**config.mk**
```make
export PLATFORM = sky130hd
export DESIGN_NAME = histo_cmd_top
export DESIGN_NICKNAME = d
export VERILOG_FILES = /design/src/verilog/histo_cmd_pkg.sv /design/src/verilog/histo_if.sv /design/src/verilog/histo_accum.sv /design/src/verilog/histo_cmd_top.sv
export SDC_FILE = /design/constraint.sdc
export NUM_CORES = 2
export LEC_CHECK = 0
export BUFFER_PORTS_ARGS = -buffer_cell sky130_fd_sc_hd__buf_2
export CELL_PAD_IN_SITES_DETAIL_PLACEMENT = 2
export CELL_PAD_IN_SITES_GLOBAL_PLACEMENT = 2
export CORE_ASPECT_RATIO = 0.7
export CORE_UTILIZATION = 35
export DETAILED_ROUTE_END_ITERATION = 8
export GPL_TIMING_DRIVEN = 0
export PLACE_DENSITY = 0.78
export RECOVER_POWER = 100
export SLEW_MARGIN = 20
export SYNTH_ARGS = -nofsm -noshare
export SYNTH_HDL_FRONTEND = slang
export SYNTH_SLANG_ARGS = --single-unit
```
**constraint.sdc**
```tcl
create_clock -name clock_in -period 10.65 [get_ports clock_in]
set_clock_uncertainty 0.1 [all_clocks]
set_input_delay 2.13 -clock clock_in [delete_from_list [all_inputs] [get_ports clock_in]]
set_output_delay 2.13 -clock clock_in [all_outputs]
set_load 0.005 [all_outputs]
```
**src/verilog/histo_cmd_pkg.sv**
```systemverilog
// constants for the monitoring and histogram command interpreter
package histo_cmd_pkg;
    // ************************************************************
    // memory map: pages and byte addresses
    // ************************************************************
    localparam logic [7:0] PAGE_STATUS = 8'h00;
    localparam logic [7:0] PAGE_CMD = 8'h9f;
    localparam logic [7:0] OFF_CODE_HI = 8'h80;
    localparam logic [7:0] OFF_CODE_LO = 8'h81;
    localparam logic [7:0] OFF_XLEN_HI = 8'h82;
    localparam logic [7:0] OFF_XLEN_LO = 8'h83;
    localparam logic [7:0] OFF_PLEN = 8'h84;
    localparam logic [7:0] OFF_CHK = 8'h85;
    localparam logic [7:0] OFF_RLEN = 8'h86;
    localparam logic [7:0] OFF_RCHK = 8'h87;
    localparam logic [7:0] OFF_PAYLOAD = 8'h88;
    localparam logic [7:0] OFF_FLAG_BYTE = 8'h08;
    localparam int DONE_BIT = 6;
    localparam logic [7:0] OFF_RESULT = 8'h25;
    // ************************************************************
    // command codes and field values
    // ************************************************************
    localparam logic [15:0] CMD_ADVERT = 16'h0281;
    localparam logic [15:0] CMD_HISTO = 16'h0290;
    localparam logic [15:0] XLEN_NONE = 16'h0000;
    localparam logic [7:0] ADVERT_PLEN = 8'h00;
    localparam logic [7:0] HISTO_PLEN = 8'h01;
    localparam int SUB_SAVE_BIT = 1;
    localparam int SUB_RETURN_BIT = 2;
    localparam int SUB_CLEAR_BIT = 7;
    localparam logic [7:0] REPLY_LEN_NONE = 8'h00;
    localparam logic [7:0] REPLY_LEN_ECHO = 8'h01;
    localparam logic [7:0] REPLY_LEN_FULL = 8'h34;
    localparam logic [7:0] REPLY_IDX_HOURS = 8'h01;
    localparam logic [7:0] REPLY_IDX_TOTAL = 8'h04;
    localparam logic [7:0] REPLY_IDX_BINS = 8'h08;
    // ************************************************************
    // result codes
    // ************************************************************
    localparam logic [7:0] RES_NONE = 8'h00;
    localparam logic [7:0] RES_CAPTURED = 8'h81;
    localparam logic [7:0] RES_CHECKING = 8'h82;
    localparam logic [7:0] RES_EXECUTING = 8'h83;
    localparam logic [7:0] RES_OK = 8'h01;
    localparam logic [7:0] RES_FAIL = 8'h40;
    localparam logic [7:0] RES_PARAM = 8'h42;
    localparam logic [7:0] RES_CHKERR = 8'h45;
    // ************************************************************
    // histogram bins and time base
    // ************************************************************
    localparam int NUM_BINS = 11;
    localparam int SEL_W = 4;
    localparam int BIN_WIDTH_DEGC = 10;
    localparam int BIN_LOW_EDGE_DEGC = -5;
    localparam int CLOCK_HZ = 50_000_000;
    localparam int SAMPLE_PERIOD_S = 1;
    localparam int SAMPLE_CYCLES = CLOCK_HZ * SAMPLE_PERIOD_S;
    localparam int PERSIST_PERIOD_S = 3600;
    localparam int PERSIST_TICKS = PERSIST_PERIOD_S / SAMPLE_PERIOD_S;
    localparam logic [7:0] PERSIST_HOURS = 8'(PERSIST_PERIOD_S / 3600);
endpackage

```
**src/verilog/histo_if.sv**
```systemverilog
// link between the command interpreter and the histogram accumulator
`timescale 1ns/1ps
`default_nettype none
interface histo_if;
    logic save; // copy live histogram to persistent store
    logic clear; // zero live histogram and persistent store
    logic snap; // freeze live histogram for the reply
    logic [histo_cmd_pkg::SEL_W-1:0] sel; // bin to read
    logic [31:0] word; // seconds in the selected frozen bin
    logic [31:0] total; // frozen total seconds
    modport ctl (output save, clear, snap, sel, input word, total);
    modport acc (input save, clear, snap, sel, output word, total);
endinterface
`default_nettype wire

```
**src/verilog/histo_accum.sv**
```systemverilog
// temperature histogram accumulator with persistent store model
`timescale 1ns/1ps
`default_nettype none
module histo_accum #(
    parameter int NUM_BINS = histo_cmd_pkg::NUM_BINS,
    parameter int TICK_CYCLES = histo_cmd_pkg::SAMPLE_CYCLES,
    parameter int PERSIST_TICKS = histo_cmd_pkg::PERSIST_TICKS
) (
    input wire logic clock_in, // system clock
    input wire logic rstn_in, // synchronous reset, active low
    input wire logic [7:0] temp_in, // signed temperature in degC
    histo_if.acc hif // commands from the interpreter
);
    typedef struct packed {
        logic [31:0] tick;
        logic [31:0] persist;
        logic [NUM_BINS-1:0][31:0] live;
        logic [NUM_BINS-1:0][31:0] store;
        logic [NUM_BINS-1:0][31:0] snap;
        logic [31:0] live_total;
        logic [31:0] store_total;
        logic [31:0] snap_total;
    } acc_t;
    acc_t s_ff;
    acc_t nxt_s;
    logic second;
    logic [histo_cmd_pkg::SEL_W-1:0] bin;
    // ************************************************************
    // sampling, binning and commit
    // ************************************************************
    // bins are 10 degC wide; first bin is everything below the low edge, last bin everything from 85 degC up
    always_comb begin
        int tv;
        int bi;
        tv = int'($signed(temp_in));
        bi = 0;
        nxt_s = s_ff;
        second = (s_ff.tick == 32'(TICK_CYCLES - 1));
        nxt_s.tick = second ? 32'h0 : s_ff.tick + 32'h1;
        if (tv >= histo_cmd_pkg::BIN_LOW_EDGE_DEGC) begin
            bi = (tv - histo_cmd_pkg::BIN_LOW_EDGE_DEGC)
                / histo_cmd_pkg::BIN_WIDTH_DEGC + 1;
        end
        if (bi > NUM_BINS - 1) begin
            bi = NUM_BINS - 1;
        end
        bin = histo_cmd_pkg::SEL_W'(bi);
        if (second) begin
            nxt_s.live[bin] = s_ff.live[bin] + 32'h1;
            nxt_s.live_total = s_ff.live_total + 32'h1;
            nxt_s.persist = s_ff.persist + 32'h1;
        end
        // autonomous commit at a period of our own choosing
        if (second && s_ff.persist == 32'(PERSIST_TICKS - 1)) begin
            nxt_s.persist = 32'h0;
            nxt_s.store = nxt_s.live;
            nxt_s.store_total = nxt_s.live_total;
        end
        // clear acts before save and snap so both see zeros
        if (hif.clear) begin
            nxt_s.live = '0;
            nxt_s.live_total = 32'h0;
            nxt_s.store = '0;
            nxt_s.store_total = 32'h0;
        end
        if (hif.save) begin
            nxt_s.store = nxt_s.live;
            nxt_s.store_total = nxt_s.live_total;
            nxt_s.persist = 32'h0;
        end
        if (hif.snap) begin
            nxt_s.snap = nxt_s.live;
            nxt_s.snap_total = nxt_s.live_total;
        end
    end

    // the persistent store only resets because nothing models power loss
    always_ff @(posedge clock_in) begin
        if (!rstn_in) begin
            s_ff <= '0;
        end else begin
            s_ff <= nxt_s;
        end
    end

    // frozen words for the reply walk and for host reads
    assign hif.word = s_ff.snap[hif.sel];
    assign hif.total = s_ff.snap_total;
endmodule
`default_nettype wire

```
**src/verilog/histo_cmd_top.sv**
```systemverilog
// command interpreter for the advertisement and histogram messages
//
// Overview of operation
// - code 0281h: empty advertisement, no payload, answered with success
// - check byte is inverted sum of header bytes 128-132 and the first payload byte
// - completion flag goes to one when a command has finished
// - result byte: 01h success, 40h failure without specific cause
// - bad or unsupported parameter ends the command with 42h
// - check byte mismatch ends the command with 45h
// - seconds per temperature bin accumulate and persist until cleared
// - sampling and commit intervals are ours; time base accuracy open
// - sub-command bit 1 copies the live histogram to the store
// - sub-command bit 2 returns seconds per 10 degC bin
// - sub-command bit 7 clears all counts, store included
// - busy codes 81h, 82h, 83h mark capture, checking and execution
// - first reply byte echoes the sub-command byte
// - reply byte two gives the fixed persistent write period in hours
// - reply holds 32-bit total seconds then 32-bit bin counts
`timescale 1ns/1ps
`default_nettype none
module histo_cmd_top #(
    parameter int TICK_CYCLES = histo_cmd_pkg::SAMPLE_CYCLES,
    parameter int PERSIST_TICKS = histo_cmd_pkg::PERSIST_TICKS
) (
    input wire logic clock_in, // 50 MHz system clock
    input wire logic rstn_in, // synchronous reset, active low
    input wire logic [7:0] temp_in, // signed module temperature, degC
    input wire logic [7:0] mem_page_in, // selected page
    input wire logic [7:0] mem_addr_in, // byte address in page
    input wire logic mem_wr_in, // byte write strobe
    input wire logic mem_rd_in, // byte read strobe
    input wire logic [7:0] mem_wdata_in, // write data
    output logic [7:0] mem_rdata_out, // read data, one cycle after strobe
    output logic busy_out // command in progress
);
    typedef enum logic [2:0] {
        IDLE, CAPTURED, CHECKING, EXECUTING, REPLYING
    } phase_t;
    typedef struct packed {
        phase_t phase;
        logic [15:0] code;
        logic [15:0] xlen;
        logic [7:0] plen;
        logic [7:0] chk;
        logic [7:0] rlen;
        logic [7:0] rchk;
        logic [7:0] sub;
        logic [7:0] result;
        logic done;
        logic [7:0] rdata;
        logic [7:0] walk;
        logic [7:0] sum;
        logic save;
        logic clear;
        logic snap;
    } cmd_t;
    cmd_t s_ff;
    cmd_t nxt_s;
    histo_if hif ();
    logic page_cmd;
    logic page_status;
    logic trigger;
    logic [7:0] calc_sum;
    logic chk_ok;
    logic param_ok;
    logic [7:0] idx;
    logic [7:0] rel;
    logic [7:0] rbyte;

    // ************************************************************
    // histogram accumulator
    // ************************************************************
    histo_accum #(
        .NUM_BINS(histo_cmd_pkg::NUM_BINS),
        .TICK_CYCLES(TICK_CYCLES),
        .PERSIST_TICKS(PERSIST_TICKS)
    ) u_accum (
        .clock_in(clock_in),
        .rstn_in(rstn_in),
        .temp_in(temp_in),
        .hif(hif.acc)
    );

    // ************************************************************
    // header checks
    // ************************************************************
    // payload beyond the first byte is never stored, so it is not summed
    always_comb begin
        calc_sum = s_ff.code[15:8] + s_ff.code[7:0] + s_ff.xlen[15:8]
            + s_ff.xlen[7:0] + s_ff.plen;
        if (s_ff.plen != histo_cmd_pkg::ADVERT_PLEN) begin
            calc_sum = calc_sum + s_ff.sub;
        end
        chk_ok = (~calc_sum == s_ff.chk);
    end

    // only the two known codes with their exact lengths are accepted
    always_comb begin
        param_ok = 1'b0;
        if (s_ff.xlen == histo_cmd_pkg::XLEN_NONE) begin
            if (s_ff.code == histo_cmd_pkg::CMD_ADVERT) begin
                param_ok = (s_ff.plen == histo_cmd_pkg::ADVERT_PLEN);
            end else if (s_ff.code == histo_cmd_pkg::CMD_HISTO) begin
                param_ok = (s_ff.plen == histo_cmd_pkg::HISTO_PLEN);
            end
        end
    end

    // ************************************************************
    // reply byte selection
    // ************************************************************
    // one index feeds both the reply walk and host reads; host reads of
    // the reply area return zero while the walk owns the index, or the sub-command byte while the walk is at byte 0
    always_comb begin
        idx = (s_ff.phase == REPLYING) ? s_ff.walk
            : mem_addr_in - histo_cmd_pkg::OFF_PAYLOAD;
        rel = idx - histo_cmd_pkg::REPLY_IDX_BINS;
        hif.sel = rel[histo_cmd_pkg::SEL_W+1:2];
        rbyte = 8'h00;
        if (idx == 8'h00) begin
            rbyte = s_ff.sub;
        end else if (idx == histo_cmd_pkg::REPLY_IDX_HOURS) begin
            rbyte = histo_cmd_pkg::PERSIST_HOURS;
        end else if (idx >= histo_cmd_pkg::REPLY_IDX_TOTAL
            && idx < histo_cmd_pkg::REPLY_IDX_BINS) begin
            rbyte = hif.total[8*(3-idx[1:0]) +: 8];
        end else if (idx >= histo_cmd_pkg::REPLY_IDX_BINS
            && idx < histo_cmd_pkg::REPLY_LEN_FULL) begin
            rbyte = hif.word[8*(3-idx[1:0]) +: 8];
        end
    end

    assign page_cmd = (mem_page_in == histo_cmd_pkg::PAGE_CMD);
    assign page_status = (mem_page_in == histo_cmd_pkg::PAGE_STATUS);
    assign trigger = mem_wr_in && page_cmd && s_ff.phase == IDLE
        && mem_addr_in == histo_cmd_pkg::OFF_CODE_LO;

    // ************************************************************
    // register access and command sequencing
    // ************************************************************
    always_comb begin
        nxt_s = s_ff;
        nxt_s.save = 1'b0;
        nxt_s.clear = 1'b0;
        nxt_s.snap = 1'b0;
        // host reads; the flag byte clears on read
        if (mem_rd_in) begin
            nxt_s.rdata = 8'h00;
            if (page_status && mem_addr_in == histo_cmd_pkg::OFF_FLAG_BYTE)
            begin
                nxt_s.rdata[histo_cmd_pkg::DONE_BIT] = s_ff.done;
                nxt_s.done = 1'b0;
            end else if (page_status
                && mem_addr_in == histo_cmd_pkg::OFF_RESULT) begin
                nxt_s.rdata = s_ff.result;
            end else if (page_cmd) begin
                unique case (mem_addr_in)
                    histo_cmd_pkg::OFF_CODE_HI: nxt_s.rdata = s_ff.code[15:8];
                    histo_cmd_pkg::OFF_CODE_LO: nxt_s.rdata = s_ff.code[7:0];
                    histo_cmd_pkg::OFF_XLEN_HI: nxt_s.rdata = s_ff.xlen[15:8];
                    histo_cmd_pkg::OFF_XLEN_LO: nxt_s.rdata = s_ff.xlen[7:0];
                    histo_cmd_pkg::OFF_PLEN: nxt_s.rdata = s_ff.plen;
                    histo_cmd_pkg::OFF_CHK: nxt_s.rdata = s_ff.chk;
                    histo_cmd_pkg::OFF_RLEN: nxt_s.rdata = s_ff.rlen;
                    histo_cmd_pkg::OFF_RCHK: nxt_s.rdata = s_ff.rchk;
                    default: begin
                        if (idx < s_ff.rlen && s_ff.phase != REPLYING) begin
                            nxt_s.rdata = rbyte;
                        end else if (idx == 8'h00) begin
                            nxt_s.rdata = s_ff.sub;
                        end
                    end
                endcase
            end
        end
        // host writes land only while no command runs
        if (mem_wr_in && page_cmd && s_ff.phase == IDLE) begin
            unique case (mem_addr_in)
                histo_cmd_pkg::OFF_CODE_HI: nxt_s.code[15:8] = mem_wdata_in;
                histo_cmd_pkg::OFF_CODE_LO: nxt_s.code[7:0] = mem_wdata_in;
                histo_cmd_pkg::OFF_XLEN_HI: nxt_s.xlen[15:8] = mem_wdata_in;
                histo_cmd_pkg::OFF_XLEN_LO: nxt_s.xlen[7:0] = mem_wdata_in;
                histo_cmd_pkg::OFF_PLEN: nxt_s.plen = mem_wdata_in;
                histo_cmd_pkg::OFF_CHK: nxt_s.chk = mem_wdata_in;
                histo_cmd_pkg::OFF_RLEN: nxt_s.rlen = mem_wdata_in;
                histo_cmd_pkg::OFF_RCHK: nxt_s.rchk = mem_wdata_in;
                histo_cmd_pkg::OFF_PAYLOAD: nxt_s.sub = mem_wdata_in;
                default: ; // bytes past the payload are ignored
            endcase
        end
        unique case (s_ff.phase)
            IDLE: begin
                if (trigger) begin
                    nxt_s.phase = CAPTURED;
                    nxt_s.result = histo_cmd_pkg::RES_CAPTURED;
                end
            end
            CAPTURED: begin
                nxt_s.phase = CHECKING;
                nxt_s.result = histo_cmd_pkg::RES_CHECKING;
            end
            CHECKING: begin
                nxt_s.phase = IDLE;
                if (!chk_ok) begin
                    nxt_s.result = histo_cmd_pkg::RES_CHKERR;
                    nxt_s.done = 1'b1;
                end else if (!param_ok) begin
                    nxt_s.result = histo_cmd_pkg::RES_PARAM;
                    nxt_s.done = 1'b1;
                end else if (s_ff.code == histo_cmd_pkg::CMD_ADVERT) begin
                    // nothing to advertise yet: empty reply
                    nxt_s.rlen = histo_cmd_pkg::REPLY_LEN_NONE;
                    nxt_s.rchk = ~histo_cmd_pkg::REPLY_LEN_NONE;
                    nxt_s.result = histo_cmd_pkg::RES_OK;
                    nxt_s.done = 1'b1;
                end else begin
                    nxt_s.phase = EXECUTING;
                    nxt_s.result = histo_cmd_pkg::RES_EXECUTING;
                    nxt_s.save = s_ff.sub[histo_cmd_pkg::SUB_SAVE_BIT];
                    nxt_s.clear =
                        s_ff.sub[histo_cmd_pkg::SUB_CLEAR_BIT];
                    nxt_s.snap = 1'b1;
                end
            end
            EXECUTING: begin
                // the snapshot taken at this edge is read from next cycle
                nxt_s.phase = REPLYING;
                nxt_s.walk = 8'h00;
                nxt_s.sum = 8'h00;
                nxt_s.rlen = s_ff.sub[histo_cmd_pkg::SUB_RETURN_BIT]
                    ? histo_cmd_pkg::REPLY_LEN_FULL
                    : histo_cmd_pkg::REPLY_LEN_ECHO;
            end
            REPLYING: begin
                nxt_s.sum = s_ff.sum + rbyte;
                nxt_s.walk = s_ff.walk + 8'h01;
                if (s_ff.walk == s_ff.rlen - 8'h01) begin
                    nxt_s.phase = IDLE;
                    nxt_s.rchk = ~(s_ff.sum + rbyte);
                    nxt_s.result = histo_cmd_pkg::RES_OK;
                    nxt_s.done = 1'b1;
                end
            end
        endcase
    end

    // state register; the set of the flag is placed after its clear
    always_ff @(posedge clock_in) begin
        if (!rstn_in) begin
            s_ff <= '0;
        end else begin
            s_ff <= nxt_s;
        end
    end

    assign hif.save = s_ff.save;
    assign hif.clear = s_ff.clear;
    assign hif.snap = s_ff.snap;
    assign mem_rdata_out = s_ff.rdata;
    assign busy_out = (s_ff.phase != IDLE);
endmodule
`default_nettype wire

```
==> results.json <==
{
  "start_kind": "input pin",
  "die_w_um": 427,
  "post-dp-hpwl_mm": 235,
  "top_layer": "met5",
  "required_ns": 11.18,
  "rsz0062_at_grt": "true",
  "worstPathMaxFanout": 19,
  "worstReg2RegStart": "s_ff[110]$_SDFFE_PN0P_",
  "synthTopCellsByCount": "dfxtp_1, nand2_1, nor2_1, o21ai_0, clkbuf_1",
  "syn_to_final_growth_pct": 21.3,
  "die_y_um": 300,
  "synth-seq-cells": 907,
  "via_per_inst": 6.77,
  "grt_pass1_vias": 48787,
  "pwr-share-seq_pct": 25.4,
  "crit_path_frequent_cell": "a21oi_1",
  "first_pass_iters": 8,
  "vias": 50618,
  "fmax_mhz": 92.1,
  "drc": 0,
  "synth.net_count": 5518,
  "multi_input_area_um2": 25500,
  "setup_viol": 173,
  "drv_slew": 28,
  "fillers": 13777,
  "grt_pass1_wl_mm": 420,
  "h-tree-depth": 3,
  "rows": 108,
  "intPower_mw": 7.13,
  "synth_warnings": 0,
  "cts_tree": "yes",
  "initialDrtViolationCount": 7482,
  "ys_seq_area_share_pct": 41.0,
  "route.antenna.remaining_nets": 0,
  "critPathSlowestCell": "a311oi_1",
  "seq_area_um2": 18200,
  "core-area_um2": 125000,
  "postPlaceCellArea_um2": 47200,
  "gp_congestion": 1.10,
  "status": "finished, violations left",
  "place_inst": 7128,
  "synthFlopType": "dfxtp_1",
  "rrSetupSlack_ns": 0.38,
  "clock_sinks": 907,
  "tightest_slew_ns": 1.62,
  "io_buffer_count": 35,
  "rr_worst_depth": 27,
  "critPathCaptureType": "flop",
  "synthCells": 5417,
  "post_drt_wl_per_cell_um": 42.5,
  "antenna_found_initial": 46,
  "hold_viol": 0,
  "critPathKind": "in2reg",
  "cp_num_buf_inv": 6,
  "floorplan.initialDensity_pct": 35.5,
  "min-delay-start": "u_accum.s_ff[269]$_SDFFE_PN0P_",
  "fin_crit_sh_pct": 102,
  "routed_wl_mm": 318,
  "syn_area_per_cell_um2": 8.18,
  "hold_path.class": "reg2reg",
  "max_slew_margin_pct": -7.95,
  "clock-root-buffer": "clkbuf_16",
  "cts_buffers": 98,
  "synth-edff-count": 0,
  "p_clk_share_pct": 27.8,
  "clk_pin_slew_ns": 0.07,
  "synth_top_area_share_pct": 41.0,
  "slowest_delay_ns": 0.93,
  "fin_area_um2": 53800,
  "peakVddDrop_v": 0.000153,
  "wl_met3_mm": 49.6,
  "dieArea_um2": 128000,
  "holdWs_ns": 0.347,
  "switching_share_pct": 46.7,
  "async_reset_ff_share_pct": 0,
  "cts_buffer_depth": 3,
  "synthesis.area_um2": 44300,
  "grt_usage_pct": 48.1,
  "p_leak_nw": 19.1,
  "drive_gt1_share_pct": 14.0,
  "io_pins": 45,
  "violations": "max-capacitance violations, max-slew violations, negative setup slack",
  "synth_top_area_cell": "dfxtp_1",
  "dp_slack_ns": -5.07,
  "power_mw": 13.4,
  "yosys-top-cells-area": "dfxtp_1, nand2_1, mux2i_1",
  "arrival_ns": 11.38,
  "stdcell_count": 7477,
  "wl_met2_mm": 115,
  "wl_met1_mm": 133,
  "fin_crit_ns": 10.85,
  "grt-ovfl-total": 0,
  "p_per_area_nw_per_um2": 248,
  "grt_max_degree": 15,
  "worst_slack_ns": -0.203,
  "r2r-end": "s_ff[51]$_SDFF_PN0_",
  "holdPathEnd": "u_accum.s_ff[269]$_SDFFE_PN0P_",
  "clk_latency_ns": 0.75,
  "hold_depth": 2,
  "maxCapViolCount": 3,
  "fin_nets": 5819,
  "cp_top_family": "compound AO/OA/AOI/OAI gates",
  "combPwrFrac_pct": 46.8,
  "synth_cell_types": 111,
  "power.switching_mw": 6.23,
  "yosysMostFrequentCell": "dfxtp_1"
}
-- worst max-delay path by stage --
stage | endpoint | startpoint | slack (ns) | depth (start not counted)
after floorplan | u_accum.s_ff[222]$_SDFFE_PN0P_ | temp_in[0] | 0.53 | 40
after global placement | u_accum.s_ff[447]$_SDFFE_PN0P_ | temp_in[1] | -6.99 | 41
after detailed placement | u_accum.s_ff[366]$_SDFFE_PN0P_ | temp_in[1] | -5.07 | 41
after CTS | u_accum.s_ff[363]$_SDFFE_PN0P_ | temp_in[1] | 0.01 | 44
after global routing | u_accum.s_ff[355]$_SDFFE_PN0P_ | temp_in[1] | -0.17 | 43
final | s_ff[51]$_SDFF_PN0_ | mem_addr_in[3] | -0.20 | 26
-- flip-flops by register name, summed over array words and instances (netlist names) --
name               count
u_accum.hif.total     32
hif.snap               1
s_ff                  97
mem_rdata_out          8
hif.clear              1
u_accum.s_ff         768
-- cell usage in the layout, fill, tap and decap left out, drive strengths merged, types with 17 or more instances in the layout --
cell type,instances
a32oi,43
and2,110
a21oi,289
nor4,34
nand3,241
o21a,32
nor2,494
nand4,26
dfxtp,907
a22o,29
and3,36
a222oi,21
inv,112
ha,43
o221ai,40
nor2b,129
xnor2,72
or3,17
fa,22
buf,283
diode,27
o211ai,26
o221a,20
xor2,68
a22oi,77
mux2i,295
a211oi,41
a31oi,21
nor3,72
o31ai,18
o22ai,70
o21ai,418
a21boi,19
a311oi,44
clkinv,27
a211o,20
nand2,883
clkbuf,479
nand2b,24
-- cell families after synthesis --
logic type / Yosys count / share of synthesized area (%)
xor gates and xnor gates: 140 / 2.77
and+or+nand+nor: 2111 / 21.8
buffers and inverters: 536 / 4.86
adders and majority gates: 65 / 2.21
muxes: 315 / 7.37
DFF: 907 / 41.0
AOI/OAI and AO/OA: 1343 / 20.0
-- power groups by stage --
stage,sequential [mW],clock (mW),combinational (mW)
finish,3.39,3.72,6.25
global route,3.39,3.82,5.96
CTS,3.39,3.69,5.50
detailed placement,3.47,0,4.50
global placement,3.47,0,4.33
floorplan,3.47,0,1.85
-- metrics by stage --
| stage | utilization (%) | TNS (ns) |
|---|---|---|
| detailed placement | 37.9 | -2724.98 |
| global placement | 37.3 | -3648.27 |
| CTS | 42.4 | 0 |
| floorplan | - | 0 |
| finish | 43.1 | -10.30 |
| global route | 43.1 | -7.41 |
-- worst min-delay path: cells and delay by family (launching register included) --
kind / cells / cell delay [ns]
flops: 1 / 0.31
simple gates: 2 / 0.09
-- layout make-up --
| cell class | instances | share of cell area (%) |
|---|---|---|
| antenna | 27 | 0.126 |
| inverter | 109 | 0.766 |
| sequential | 907 | 33.8 |
| timing repair buffer | 204 | 3.50 |
| multi-input combinational | 3974 | 47.5 |
| clock buffer | 138 | 5.18 |
| tap | 1650 | 3.84 |
| clock inverter | 44 | 0.956 |
| buffer | 424 | 4.38 |
-- routing by layer --
metal | track usage [%] | vias up
met5 | 0.630 | -
met4 | 24.6 | 24
met3 | 22.9 | 906
met2 | 60.6 | 3880
met1 | 66.4 | 26102
li1 | - | 19706
-- repair_timing --
| item | 4_1_cts | 5_1_grt |
|---|---|---|
| buffers inserted | 89 | 49 |
| pin swaps | 58 | 54 |
| hold buffers | 0 | 0 |
| endpoints found under the setup margin | 706 | 669 |
| gates resized for setup | 349 | 79 |
| gates cloned | 3 | 2 |
No activity file was read; power rests on OpenSTA's default activity.
